<file path="config.mk">
export PLATFORM = sky130hd
export DESIGN_NAME = uart_chan
export DESIGN_NICKNAME = d
export VERILOG_FILES = /design/src/uart_chan_pkg.sv /design/src/uart_chan.sv
export VERILOG_INCLUDE_DIRS = /design/src
export SDC_FILE = /design/constraint.sdc
export NUM_CORES = 1
export LEC_CHECK = 0
export BUFFER_PORTS_ARGS = -buffer_cell sky130_fd_sc_hd__clkbuf_2
export CAP_MARGIN = 20
export CELL_PAD_IN_SITES_DETAIL_PLACEMENT = 0
export CELL_PAD_IN_SITES_GLOBAL_PLACEMENT = 2
export CORE_MARGIN = 3
export CORE_UTILIZATION = 34
export DETAILED_ROUTE_END_ITERATION = 8
export PLACE_DENSITY_LB_ADDON = 0.1
export SYNTH_ARGS = -nofsm -noshare
export SYNTH_HDL_FRONTEND = slang
export SYNTH_SLANG_ARGS = --single-unit
export TNS_END_PERCENT = 50
</file>
<file path="constraint.sdc">
create_clock -name pclk -period 2 [get_ports pclk]
set_input_delay 0.3 -clock pclk [delete_from_list [all_inputs] [get_ports pclk]]
set_output_delay 0.3 -clock pclk [all_outputs]
set_load 0.01 [all_outputs]
</file>
<file path="src/uart_chan_consts.svh">
// Purpose: offsets, field positions, reset values and timing counts of the channel
// Assumes: 100 MHz pclk; baud ticks arrive as one-cycle pulses on pclk
// Notes:   shared by the channel module, its assertions and the bench
//
// How it works
// - second mode register is reached only while the pointer selects it; its access keeps pointer
// - channel mode field: 00 normal, 01 echo, 10 local loop, 11 remote loop
// - echo mode reclocks received line on receive clock and sends it out
// - echo mode forces tx room and tx empty status low, ignores host tx writes
// - echo mode checks parity and framing, retransmits parity and stop as received
// - echo and remote loop echo a break until next valid start bit
// - local loop feeds transmitter output to receiver, receiver timed by transmit clock
// - local loop holds serial output high and ignores serial input
// - remote loop retransmits received data, delivers nothing to host, errors stay inactive
// - remote loop skips parity and framing checks, retransmits bits as received
// - mode changes take effect at once, even mid character
// - leaving echo after stop sample with transmitter enabled keeps echo until stop resent
// - request-to-send output is low while output register bit zero is set
// - auto rts clears output bit zero one bit after all sent, transmitter disabled
// - with cts control, character waits at start until clear-to-send input is low
// - character in flight completes regardless of cts; control off ignores cts
// - stop length field in sixteenths: codes 0-7 give 9..16, 8-F give 25..32
// - five-bit characters add half a bit to stop codes 0 to 7
// - receiver checks only for mark at stop bit centre
// - with external 1X transmit clock, stop field bit 3 picks one or two stops
// - pointer goes to first mode register on reset or pointer-reset command
`ifndef UART_CHAN_CONSTS_SVH
`define UART_CHAN_CONSTS_SVH

// register byte offsets
`define OFS_MODE          8'h00
`define OFS_COMMAND       8'h04
`define OFS_STATUS        8'h08
`define OFS_DATA          8'h0C

// mode register two fields
`define MR2_MODE_HI       7
`define MR2_MODE_LO       6
`define MR2_TX_RTS        5
`define MR2_CTS_EN        4
`define MR2_STOP_HI       3
`define MR2_STOP_LO       0

// channel mode codes
`define MODE_NORMAL       2'h0
`define MODE_ECHO         2'h1
`define MODE_LOCAL        2'h2
`define MODE_REMOTE       2'h3

// mode register one fields
`define MR1_PAR_HI        4
`define MR1_PAR_LO        3
`define MR1_PAR_TYPE      2
`define MR1_LEN_HI        1
`define MR1_LEN_LO        0
`define PAR_WITH          2'h0
`define PAR_NONE          2'h2

// command register fields and miscellaneous codes
`define CMD_RX_ON         0
`define CMD_RX_OFF        1
`define CMD_TX_ON         2
`define CMD_TX_OFF        3
`define MISC_PTR_RESET    4'h1
`define MISC_ERR_RESET    4'h4
`define MISC_RTS_SET      4'h8
`define MISC_RTS_CLEAR    4'h9

// status register bit positions
`define ST_RX_CHAR        0
`define ST_TX_ROOM        2
`define ST_TX_EMPTY       3
`define ST_PAR_ERR        5
`define ST_FRM_ERR        6
`define ST_BREAK          7

// reset values
`define MR1_RESET         8'h00
`define MR2_RESET         8'h00

// timing in 16X ticks
`define TICKS_PER_BIT     6'h10
`define TICKS_HALF_BIT    5'h07
`define TICKS_BIT_LAST    5'h0F
`define STOP_BASE_SHORT   6'h09
`define STOP_BASE_LONG    6'h19
`define STOP_FIVE_EXTRA   6'h08
`define ECHO_HOLD_TICKS   5'h10

`endif

</file>
<file path="src/uart_chan_pkg.sv">
// Purpose: types of the serial channel
// Assumes: constants come from uart_chan_consts.svh
// Notes:   all module state is one packed struct
package uart_chan_pkg;

  typedef enum logic [2:0] {TX_IDLE, TX_START, TX_DATA, TX_PARITY, TX_STOP} tx_state_t;
  typedef enum logic [2:0] {RX_IDLE, RX_START, RX_DATA, RX_PARITY, RX_STOP, RX_BREAK} rx_state_t;

  typedef struct packed {
    logic       rx_en;
    logic       tx_en;
    logic       opr0;
    logic       ptr_second;
  } ctrl_t;

  typedef struct packed {
    logic [7:0]  mr1;
    logic [7:0]  mr2;
    ctrl_t       ctrl;
    logic        rts_low;
    logic        pready;
    logic        pslverr;
    logic [31:0] prdata;
    logic        rx_s1;
    logic        rx_s2;
    logic        cts_s1;
    logic        cts_s2;
    logic        txd;
    logic        tx_line;
    logic        echo_line;
    logic [4:0]  echo_hold;
    tx_state_t   tx_st;
    logic [5:0]  tx_sub;
    logic [2:0]  tx_bit;
    logic [7:0]  tx_shift;
    logic        tx_par;
    logic [7:0]  tx_hold;
    logic        tx_hold_full;
    logic [5:0]  rts_cnt;
    rx_state_t   rx_st;
    logic [4:0]  rx_sub;
    logic [2:0]  rx_bit;
    logic [7:0]  rx_shift;
    logic        rx_par;
    logic [7:0]  rx_data;
    logic        rx_has_char;
    logic        par_err;
    logic        frm_err;
    logic        brk;
  } state_t;

endpackage

</file>
<file path="src/uart_chan.sv">
// Purpose: serial channel with channel modes, rts/cts control and stop length select
// Assumes: tx_tick and rx_tick16 are one-cycle pulses on pclk
// Notes:   one-entry transmit and receive holding registers
//
// The APB slave port was chosen for this implementation.
`timescale 1ns/1ps
`include "uart_chan_consts.svh"

module uart_chan
(
  // clock and reset
  input  wire logic        pclk,
  input  wire logic        presetn,
  // apb slave
  input  wire logic        psel,
  input  wire logic        penable,
  input  wire logic        pwrite,
  input  wire logic [7:0]  paddr,
  input  wire logic [31:0] pwdata,
  output logic [31:0]      prdata,
  output logic             pready,
  output logic             pslverr,
  // baud timing
  input  wire logic        tx_tick,
  input  wire logic        tx_ext_1x,
  input  wire logic        rx_tick16,
  // serial pins
  input  wire logic        rx_data_in,
  output logic             tx_data_out,
  input  wire logic        clear_to_send_low,
  output logic             request_to_send_low
);

  uart_chan_pkg::state_t s;
  uart_chan_pkg::state_t n;

  logic [1:0] mode;
  logic       echo_like;
  logic       local_loop;
  logic       rx_line;
  logic       rx_tick;
  logic [2:0] data_last;
  logic [5:0] bit_last;
  logic [5:0] stop_last;
  logic       par_on;
  logic       req;
  logic       done;
  logic [3:0] misc;
  logic [7:0] aligned;
  logic       tx_go;
  logic       launch;

  always_comb
  begin
    mode       = s.mr2[`MR2_MODE_HI:`MR2_MODE_LO];
    local_loop = (mode == `MODE_LOCAL);
    echo_like  = (mode == `MODE_ECHO) || (mode == `MODE_REMOTE) || (s.echo_hold != 5'h00);
    rx_line    = local_loop ? s.tx_line : s.rx_s2;
    rx_tick    = local_loop ? tx_tick : rx_tick16;
    data_last  = {1'b1, s.mr1[`MR1_LEN_HI:`MR1_LEN_LO]};
    par_on     = (s.mr1[`MR1_PAR_HI:`MR1_PAR_LO] != `PAR_NONE);
    bit_last   = tx_ext_1x ? 6'h00 : (`TICKS_PER_BIT - 6'h01);
    if (tx_ext_1x)
    begin
      stop_last = s.mr2[`MR2_STOP_HI] ? 6'h01 : 6'h00;
    end
    else if (s.mr2[`MR2_STOP_HI])
    begin
      stop_last = `STOP_BASE_LONG + {3'h0, s.mr2[2:0]} - 6'h01;
    end
    else
    begin
      stop_last = `STOP_BASE_SHORT + {3'h0, s.mr2[2:0]} - 6'h01;
      if (s.mr1[`MR1_LEN_HI:`MR1_LEN_LO] == 2'h0)
      begin
        stop_last = stop_last + `STOP_FIVE_EXTRA;
      end
    end
    req  = psel && penable;
    done = req && s.pready;
    misc = pwdata[7:4];
    aligned = s.rx_shift >> (3'h3 - {1'b0, s.mr1[`MR1_LEN_HI:`MR1_LEN_LO]});
    tx_go   = s.tx_hold_full && !(s.mr2[`MR2_CTS_EN] && s.cts_s2);
  end

  always_comb
  begin
    n = s;
    launch = 1'b0;
    n.rx_s1  = rx_data_in;
    n.rx_s2  = s.rx_s1;
    n.cts_s1 = clear_to_send_low;
    n.cts_s2 = s.cts_s1;

    // apb: answer one cycle into the access phase, act on the completing edge
    n.pready  = req && !s.pready;
    n.pslverr = 1'b0;
    if (req && !s.pready)
    begin
      n.prdata = 32'h0000_0000;
      case (paddr)
        `OFS_MODE:
          n.prdata[7:0] = s.ctrl.ptr_second ? s.mr2 : s.mr1;
        `OFS_COMMAND:
          n.prdata[3:0] = {s.ctrl.ptr_second, s.ctrl.opr0, s.ctrl.tx_en, s.ctrl.rx_en};
        `OFS_STATUS:
        begin
          n.prdata[`ST_RX_CHAR] = s.rx_has_char;
          n.prdata[`ST_TX_ROOM] = !echo_like && s.ctrl.tx_en && !s.tx_hold_full;
          n.prdata[`ST_TX_EMPTY] = !echo_like && s.ctrl.tx_en && !s.tx_hold_full
                                   && (s.tx_st == uart_chan_pkg::TX_IDLE);
          n.prdata[`ST_PAR_ERR] = s.par_err;
          n.prdata[`ST_FRM_ERR] = s.frm_err;
          n.prdata[`ST_BREAK] = s.brk;
        end
        `OFS_DATA:
          n.prdata[7:0] = s.rx_data;
        default:
          n.pslverr = 1'b1;
      endcase
    end
    if (done && !s.pslverr)
    begin
      case (paddr)
        `OFS_MODE:
        begin
          if (pwrite && s.ctrl.ptr_second)
          begin
            n.mr2 = pwdata[7:0];
          end
          else if (pwrite)
          begin
            n.mr1 = pwdata[7:0];
          end
          n.ctrl.ptr_second = 1'b1;
        end
        `OFS_COMMAND:
        begin
          if (pwrite)
          begin
            if (pwdata[`CMD_RX_ON])
            begin
              n.ctrl.rx_en = 1'b1;
            end
            if (pwdata[`CMD_RX_OFF])
            begin
              n.ctrl.rx_en = 1'b0;
            end
            if (pwdata[`CMD_TX_ON])
            begin
              n.ctrl.tx_en = 1'b1;
            end
            if (pwdata[`CMD_TX_OFF])
            begin
              n.ctrl.tx_en = 1'b0;
            end
            case (misc)
              `MISC_PTR_RESET:
                n.ctrl.ptr_second = 1'b0;
              `MISC_ERR_RESET:
              begin
                n.par_err = 1'b0;
                n.frm_err = 1'b0;
                n.brk     = 1'b0;
              end
              `MISC_RTS_CLEAR:
                n.ctrl.opr0 = 1'b0;
              default:
                n.ctrl.opr0 = s.ctrl.opr0;
            endcase
          end
        end
        `OFS_DATA:
        begin
          if (pwrite && s.ctrl.tx_en && !s.tx_hold_full && !echo_like)
          begin
            n.tx_hold      = pwdata[7:0];
            n.tx_hold_full = 1'b1;
          end
          else if (!pwrite)
          begin
            n.rx_has_char = 1'b0;
          end
        end
        default:
          n.pslverr = 1'b0;
      endcase
    end

    // echo path: received line reclocked on the receive clock
    if (rx_tick16)
    begin
      n.echo_line = s.rx_s2;
      if (s.echo_hold != 5'h00)
      begin
        n.echo_hold = s.echo_hold - 5'h01;
      end
    end

    // receiver, sampling at the bit centre
    if (!s.ctrl.rx_en)
    begin
      n.rx_st = uart_chan_pkg::RX_IDLE;
    end
    else if (rx_tick)
    begin
      n.rx_sub = s.rx_sub + 5'h01;
      case (s.rx_st)
        uart_chan_pkg::RX_IDLE:
        begin
          n.rx_sub = 5'h00;
          if (!rx_line)
          begin
            n.rx_st = uart_chan_pkg::RX_START;
          end
        end
        uart_chan_pkg::RX_START:
        begin
          if (s.rx_sub == `TICKS_HALF_BIT)
          begin
            n.rx_sub = 5'h00;
            n.rx_bit = 3'h0;
            n.rx_st  = rx_line ? uart_chan_pkg::RX_IDLE : uart_chan_pkg::RX_DATA;
          end
        end
        uart_chan_pkg::RX_DATA:
        begin
          if (s.rx_sub == `TICKS_BIT_LAST)
          begin
            n.rx_sub   = 5'h00;
            n.rx_shift = {rx_line, s.rx_shift[7:1]};
            n.rx_bit   = s.rx_bit + 3'h1;
            if (s.rx_bit == data_last)
            begin
              n.rx_st = par_on ? uart_chan_pkg::RX_PARITY : uart_chan_pkg::RX_STOP;
            end
          end
        end
        uart_chan_pkg::RX_PARITY:
        begin
          if (s.rx_sub == `TICKS_BIT_LAST)
          begin
            n.rx_sub = 5'h00;
            n.rx_par = rx_line;
            n.rx_st  = uart_chan_pkg::RX_STOP;
          end
        end
        uart_chan_pkg::RX_STOP:
        begin
          if (s.rx_sub == `TICKS_BIT_LAST)
          begin
            n.rx_sub = 5'h00;
            n.rx_st  = uart_chan_pkg::RX_IDLE;
            if (echo_like && s.ctrl.tx_en)
            begin
              n.echo_hold = `ECHO_HOLD_TICKS;
            end
            if (!rx_line && (s.rx_shift == 8'h00) && !(par_on && s.rx_par))
            begin
              n.rx_st = uart_chan_pkg::RX_BREAK;
            end
            if (mode != `MODE_REMOTE)
            begin
              n.rx_data     = aligned;
              n.rx_has_char = 1'b1;
              if (!rx_line)
              begin
                n.frm_err = 1'b1;
                n.brk     = (s.rx_shift == 8'h00) || s.brk;
              end
              if (s.mr1[`MR1_PAR_HI:`MR1_PAR_LO] == `PAR_WITH
                  && (^{aligned, s.rx_par} != s.mr1[`MR1_PAR_TYPE]))
              begin
                n.par_err = 1'b1;
              end
            end
          end
        end
        uart_chan_pkg::RX_BREAK:
        begin
          n.rx_sub = 5'h00;
          if (rx_line)
          begin
            n.rx_st = uart_chan_pkg::RX_IDLE;
          end
        end
        default:
          n.rx_st = uart_chan_pkg::RX_IDLE;
      endcase
    end

    // transmitter
    if (tx_tick)
    begin
      n.tx_sub = s.tx_sub + 6'h01;
      case (s.tx_st)
        uart_chan_pkg::TX_IDLE:
        begin
          n.tx_sub = 6'h00;
          launch   = tx_go;
        end
        uart_chan_pkg::TX_START:
        begin
          if (s.tx_sub == bit_last)
          begin
            n.tx_sub  = 6'h00;
            n.tx_line = s.tx_shift[0];
            n.tx_st   = uart_chan_pkg::TX_DATA;
          end
        end
        uart_chan_pkg::TX_DATA:
        begin
          if (s.tx_sub == bit_last)
          begin
            n.tx_sub   = 6'h00;
            n.tx_shift = {1'b0, s.tx_shift[7:1]};
            n.tx_bit   = s.tx_bit + 3'h1;
            if (s.mr1[`MR1_PAR_HI:`MR1_PAR_LO] == `PAR_WITH)
            begin
              n.tx_par = s.tx_par ^ s.tx_shift[0];
            end
            n.tx_line = s.tx_shift[1];
            if (s.tx_bit == data_last)
            begin
              n.tx_line = par_on ? n.tx_par : 1'b1;
              n.tx_st   = par_on ? uart_chan_pkg::TX_PARITY : uart_chan_pkg::TX_STOP;
            end
          end
        end
        uart_chan_pkg::TX_PARITY:
        begin
          if (s.tx_sub == bit_last)
          begin
            n.tx_sub  = 6'h00;
            n.tx_line = 1'b1;
            n.tx_st   = uart_chan_pkg::TX_STOP;
          end
        end
        uart_chan_pkg::TX_STOP:
        begin
          if (s.tx_sub == stop_last)
          begin
            n.tx_sub = 6'h00;
            n.tx_st  = uart_chan_pkg::TX_IDLE;
            // a waiting character starts here, so the stop gets no extra idle tick
            launch   = tx_go;
          end
        end
        default:
          n.tx_st = uart_chan_pkg::TX_IDLE;
      endcase
      if (launch)
      begin
        n.tx_shift     = s.tx_hold;
        n.tx_hold_full = 1'b0;
        n.tx_bit       = 3'h0;
        n.tx_par       = s.mr1[`MR1_PAR_TYPE];
        n.tx_line      = 1'b0;
        n.tx_st        = uart_chan_pkg::TX_START;
      end
    end

    // automatic request-to-send negation after the line has drained
    if (s.mr2[`MR2_TX_RTS] && s.ctrl.opr0 && !s.ctrl.tx_en && !s.tx_hold_full
        && (s.tx_st == uart_chan_pkg::TX_IDLE))
    begin
      if (tx_tick)
      begin
        n.rts_cnt = s.rts_cnt + 6'h01;
        if (s.rts_cnt == bit_last)
        begin
          n.ctrl.opr0 = 1'b0;
          n.rts_cnt   = 6'h00;
        end
      end
    end
    else
    begin
      n.rts_cnt = 6'h00;
    end
    // software set wins over the automatic clear
    if (done && pwrite && (paddr == `OFS_COMMAND) && (misc == `MISC_RTS_SET))
    begin
      n.ctrl.opr0 = 1'b1;
    end
    n.rts_low = !n.ctrl.opr0;

    if (local_loop)
    begin
      n.txd = 1'b1;
    end
    else if (echo_like)
    begin
      n.txd = n.echo_line;
    end
    else
    begin
      n.txd = n.tx_line;
    end
  end

  always_ff @(posedge pclk or negedge presetn)
  begin
    if (!presetn)
    begin
      s           <= '0;
      s.mr1       <= `MR1_RESET;
      s.mr2       <= `MR2_RESET;
      s.rts_low   <= 1'b1;
      s.rx_s1     <= 1'b1;
      s.rx_s2     <= 1'b1;
      s.cts_s1    <= 1'b1;
      s.cts_s2    <= 1'b1;
      s.txd       <= 1'b1;
      s.tx_line   <= 1'b1;
      s.echo_line <= 1'b1;
    end
    else
    begin
      s <= n;
    end
  end

  assign prdata              = s.prdata;
  assign pready              = s.pready;
  assign pslverr             = s.pslverr;
  assign tx_data_out         = s.txd;
  assign request_to_send_low = s.rts_low;

endmodule

</file>
==> results_dict.tcl <==
set metrics [dict create \
    max-cap-violations 0 \
    grt_first_pass_wirelength_um 26300 \
    async_reset_ff_frac 1.00 \
    number_of_global_route_vias_before_repair 4750 \
    grt_overflow 0 \
    fp.dieW_um 143 \
    cts_sinks 111 \
    yosysSeqAreaShare 0.438 \
    clock_tree.htree_level_count 3 \
    tightest_slew_ns 0.591 \
    fin_worst_hold_slack_ns 0.0254 \
    yosysWarningCount 0 \
    core-area_um2 18100 \
    detail_route.drc_violations 0 \
    count_of_flip_flops_with_a_built_in_enable_after_synthesis 0 \
    period_utilization 0.977 \
    summed_instance_area_of_the_synthesized_netlist_um2 6360 \
    power.density_nw_per_um2 797 \
    placement_rows 49 \
    floorplan_die_area_um2 20400 \
    avgViaCountPerCell 5.07 \
    nNetsFinal 769 \
    period_needed_ns 1.95 \
    cp_slowest_stage_delay_ns 0.55 \
    fin_setup_tns_ns 0 \
    initialDrtViolationCount 263 \
    nFillCells 1782 \
    max-clock-path-buffers 2 \
    initial_utilization 0.350 \
    worstSetupStartpointType "flip-flop" \
    grt_usage 0.164 \
    hold_path_class "primary input to flip-flop" \
    cp_max_fo 6 \
    clk_pin_slew_ns 0.08 \
    power.ir.vdd_worst_v 0.000422 \
    worstPathCellList "buf_4 > mux4_2 > xnor2_2 > xnor2_1 > xnor2_1 > a32o_1" \
    place.detailed.instances 913 \
    clk-insertion-delay-late_ns 0.36 \
    detailroute.via_count 4792 \
    critPathRequiredTime_ns 2.25 \
    timing.critical_path.slowest_stage_cell "mux4_2" \
    post-dp-hpwl_um 12000 \
    io_buffers 37 \
    routedWlPerCell_um 17.1 \
    post_synth.cell_area_avg_um2 10.3 \
    yosysUniqueCellTypes 74 \
    cts_root_buffer "clkbuf_16" \
    grt_max_degree 43 \
    kind_of_critical_path "flip-flop to flip-flop" \
    top_level_ports 86 \
    drt.antenna.violating_nets 0 \
    setup_violations 0 \
    timing.final.ws_setup_ns 0.0459 \
    critical_path_sink_type "flip-flop" \
    unrepaired_setup_endpoints_after_global_routing "true" \
    die_h_um 143 \
    ys_ff_latch 111 \
    synthCells 620 \
    multiInputGateArea_um2 3330 \
    power.static_leakage_nw 3.40 \
    routed_wirelength_um 16200 \
    finClkSkew_ns 0.0108 \
    n_antenna_cell 0 \
    run_status "completed" \
    tritoncts "done" \
    arrival_time_worst_endpoint_ns 2.20 \
    slew_violations 0 \
    initial_antenna_violation_count 0 \
    slew-limit-headroom 0.602 \
    areaGrowthSynthToFinish_pct 19.6 \
    postSynth.topFlopCell "dfrtp_1" \
    cts-buffers-inserted 9 \
    detailedPlace.worstSlack_ns -0.135 \
    layout.core_utilization 0.419 \
    instances_no_fill 945 \
    seqCellArea_um2 2800 \
    cell_type_with_the_highest_occurrence_count_on_the_critical_path "xnor2_1" \
    drive_above_1_share 0.339 \
    detail_route.first_pass.iterations 4 \
    gp_congestion 0.794 \
    report.final.hold_viol_count 0 \
    maxClockFrequency_ghz 0.512 \
]
-- layer usage --
layer / global-route usage / wire (um) / vias to the layer above
met2: 0.259 / 7450 / 83
met3: 0.0378 / 554 / 14
met4: 0.0370 / 228 / 0
met5: 0 / 0 / -
met1: 0.230 / 7930 / 2335
li1: - / - / 2360
-- registers in the layout, summed over array words and instances (netlist names) --
register,flops
data_last,2
s,93
tx_data_out,1
n,2
pslverr,1
prdata,8
request_to_send_low,1
mode,2
pready,1
-- area by class of cell --
| class | count | share of cell area |
|---|---|---|
| Sequential cell | 111 | 0.368 |
| Timing Repair Buffer | 114 | 0.107 |
| Clock inverter | 6 | 0.00708 |
| Multi-Input combinational cell | 450 | 0.438 |
| Inverter | 25 | 0.0123 |
| Tap cell | 229 | 0.0377 |
| Clock buffer | 10 | 0.0301 |
-- cell usage in the layout, fill, tap and decap left out, types with 7 or more instances in the layout --
cell | synthesis | layout
nor2b_1 | 7 | 7
clkbuf_2 | 0 | 36
conb_1 | 1 | 24
mux2_2 | 52 | 50
nor4_1 | 7 | 7
nor3_1 | 11 | 9
dfrtp_1 | 103 | 97
mux2i_1 | 11 | 11
nand4_1 | 7 | 7
a21oi_1 | 26 | 26
nand3_1 | 29 | 28
nand2_1 | 42 | 41
or2_2 | 8 | 8
clkbuf_16 | 0 | 9
dfstp_2 | 8 | 8
buf_4 | 32 | 71
nor2_1 | 41 | 39
o221a_1 | 7 | 7
xnor2_1 | 15 | 13
inv_1 | 25 | 23
o21ai_0 | 42 | 38
nand2b_1 | 9 | 9
-- cell families (layout without fill, tap and decap cells) --
| logic type | after synthesis | after routing | share of synthesized area |
|---|---|---|---|
| and+or+nand+nor | 204 | 205 | 0.179 |
| AOI/OAI and AO/OA | 124 | 124 | 0.130 |
| DFF | 111 | 111 | 0.438 |
| buffers and inverters | 83 | 155 | 0.0777 |
| muxes | 70 | 70 | 0.132 |
| xor gates and xnor gates | 19 | 19 | 0.0262 |
| adders and majority gates | 8 | 8 | 0.0157 |
| other | 1 | 24 | 0.000590 |
-- cells in the mapped netlist (all sizes together) (3+ instances only) --
library cell  count  area [um2]
nand4             8        65.1
nor4b             3        32.5
and3              5        31.3
nor2             43         171
xnor2            15         131
or2               9        56.3
inv              25        93.8
nand3b            4        30.0
or3               3        18.8
nor4              8        65.1
nor3             13        75.1
mux4              6         135
ha                8         100
o221a             7        78.8
and2              4        25.0
a22oi             5        37.5
mux2             53         597
o221ai            3        32.5
dfstp             8         210
mux2i            11         110
o21ai            45         225
o211ai            5        37.5
a21oi            27         139
clkbuf           11        41.3
dfrtp           103        2580
nor3b             5        47.5
a21o              6        45.0
o31ai             5        56.3
nand2b            9        56.3
nor2b             8        57.6
nand2            43         164
a31oi             3        18.8
xor2              4        35.0
nand3            31         165
buf              47         359
o22ai             5        31.3
-- what timing repair did --
action | in CTS | in global routing
buffers inserted | 5 | 8
endpoints found under the hold margin | 28 | 0
setup endpoints to repair | 39 | 54
resized for setup | 12 | 29
cloned | 1 | 0
hold buffers | 2 | 0
pin swaps | 3 | 8
-- stage by stage --
stage / cell area, um2 / power, W
2_1_floorplan: 6450 / 0.00358
3_5_place_dp: 7030 / 0.00413
5_1_grt: 7600 / 0.00641
6_report: 7600 / 0.00606
3_3_place_gp: 7030 / 0.00410
4_1_cts: 7430 / 0.00606
-- worst paths after layout --
path	start	endpoint	slack (ns)	cells past startpoint
min in group asynchronous	presetn	s[34]	0.43	2
max in group asynchronous	presetn	n[78]	0.91	3
setup reg to reg	data_last[0]	s[2]	0.05	6
hold / removal	clear_to_send_low	n[76]	0.03	1
hold reg to reg	n[76]	s[76]	0.36	0
setup / recovery	data_last[0]	s[2]	0.05	6
-- worst max-delay path: cells and delay by family, from the launching register on --
family	cells	cell delay, ns
buffers and inverters	1	0.18
AOI/OAI and AO/OA	1	0.22
xor gates and xnor gates	3	0.45
DFF	1	0.45
muxes	1	0.55
-- where the power goes --
part	leakage [nW]	internal (W)	switching (W)	total, W
clock network	0.141	0.000873	0.000905	0.00178
registers	1.46	0.00247	0.000209	0.00268
logic	1.80	0.000776	0.000822	0.00160
total	3.40	0.00412	0.00194	0.00606
Note: power is estimated with default switching activity, not from simulation.
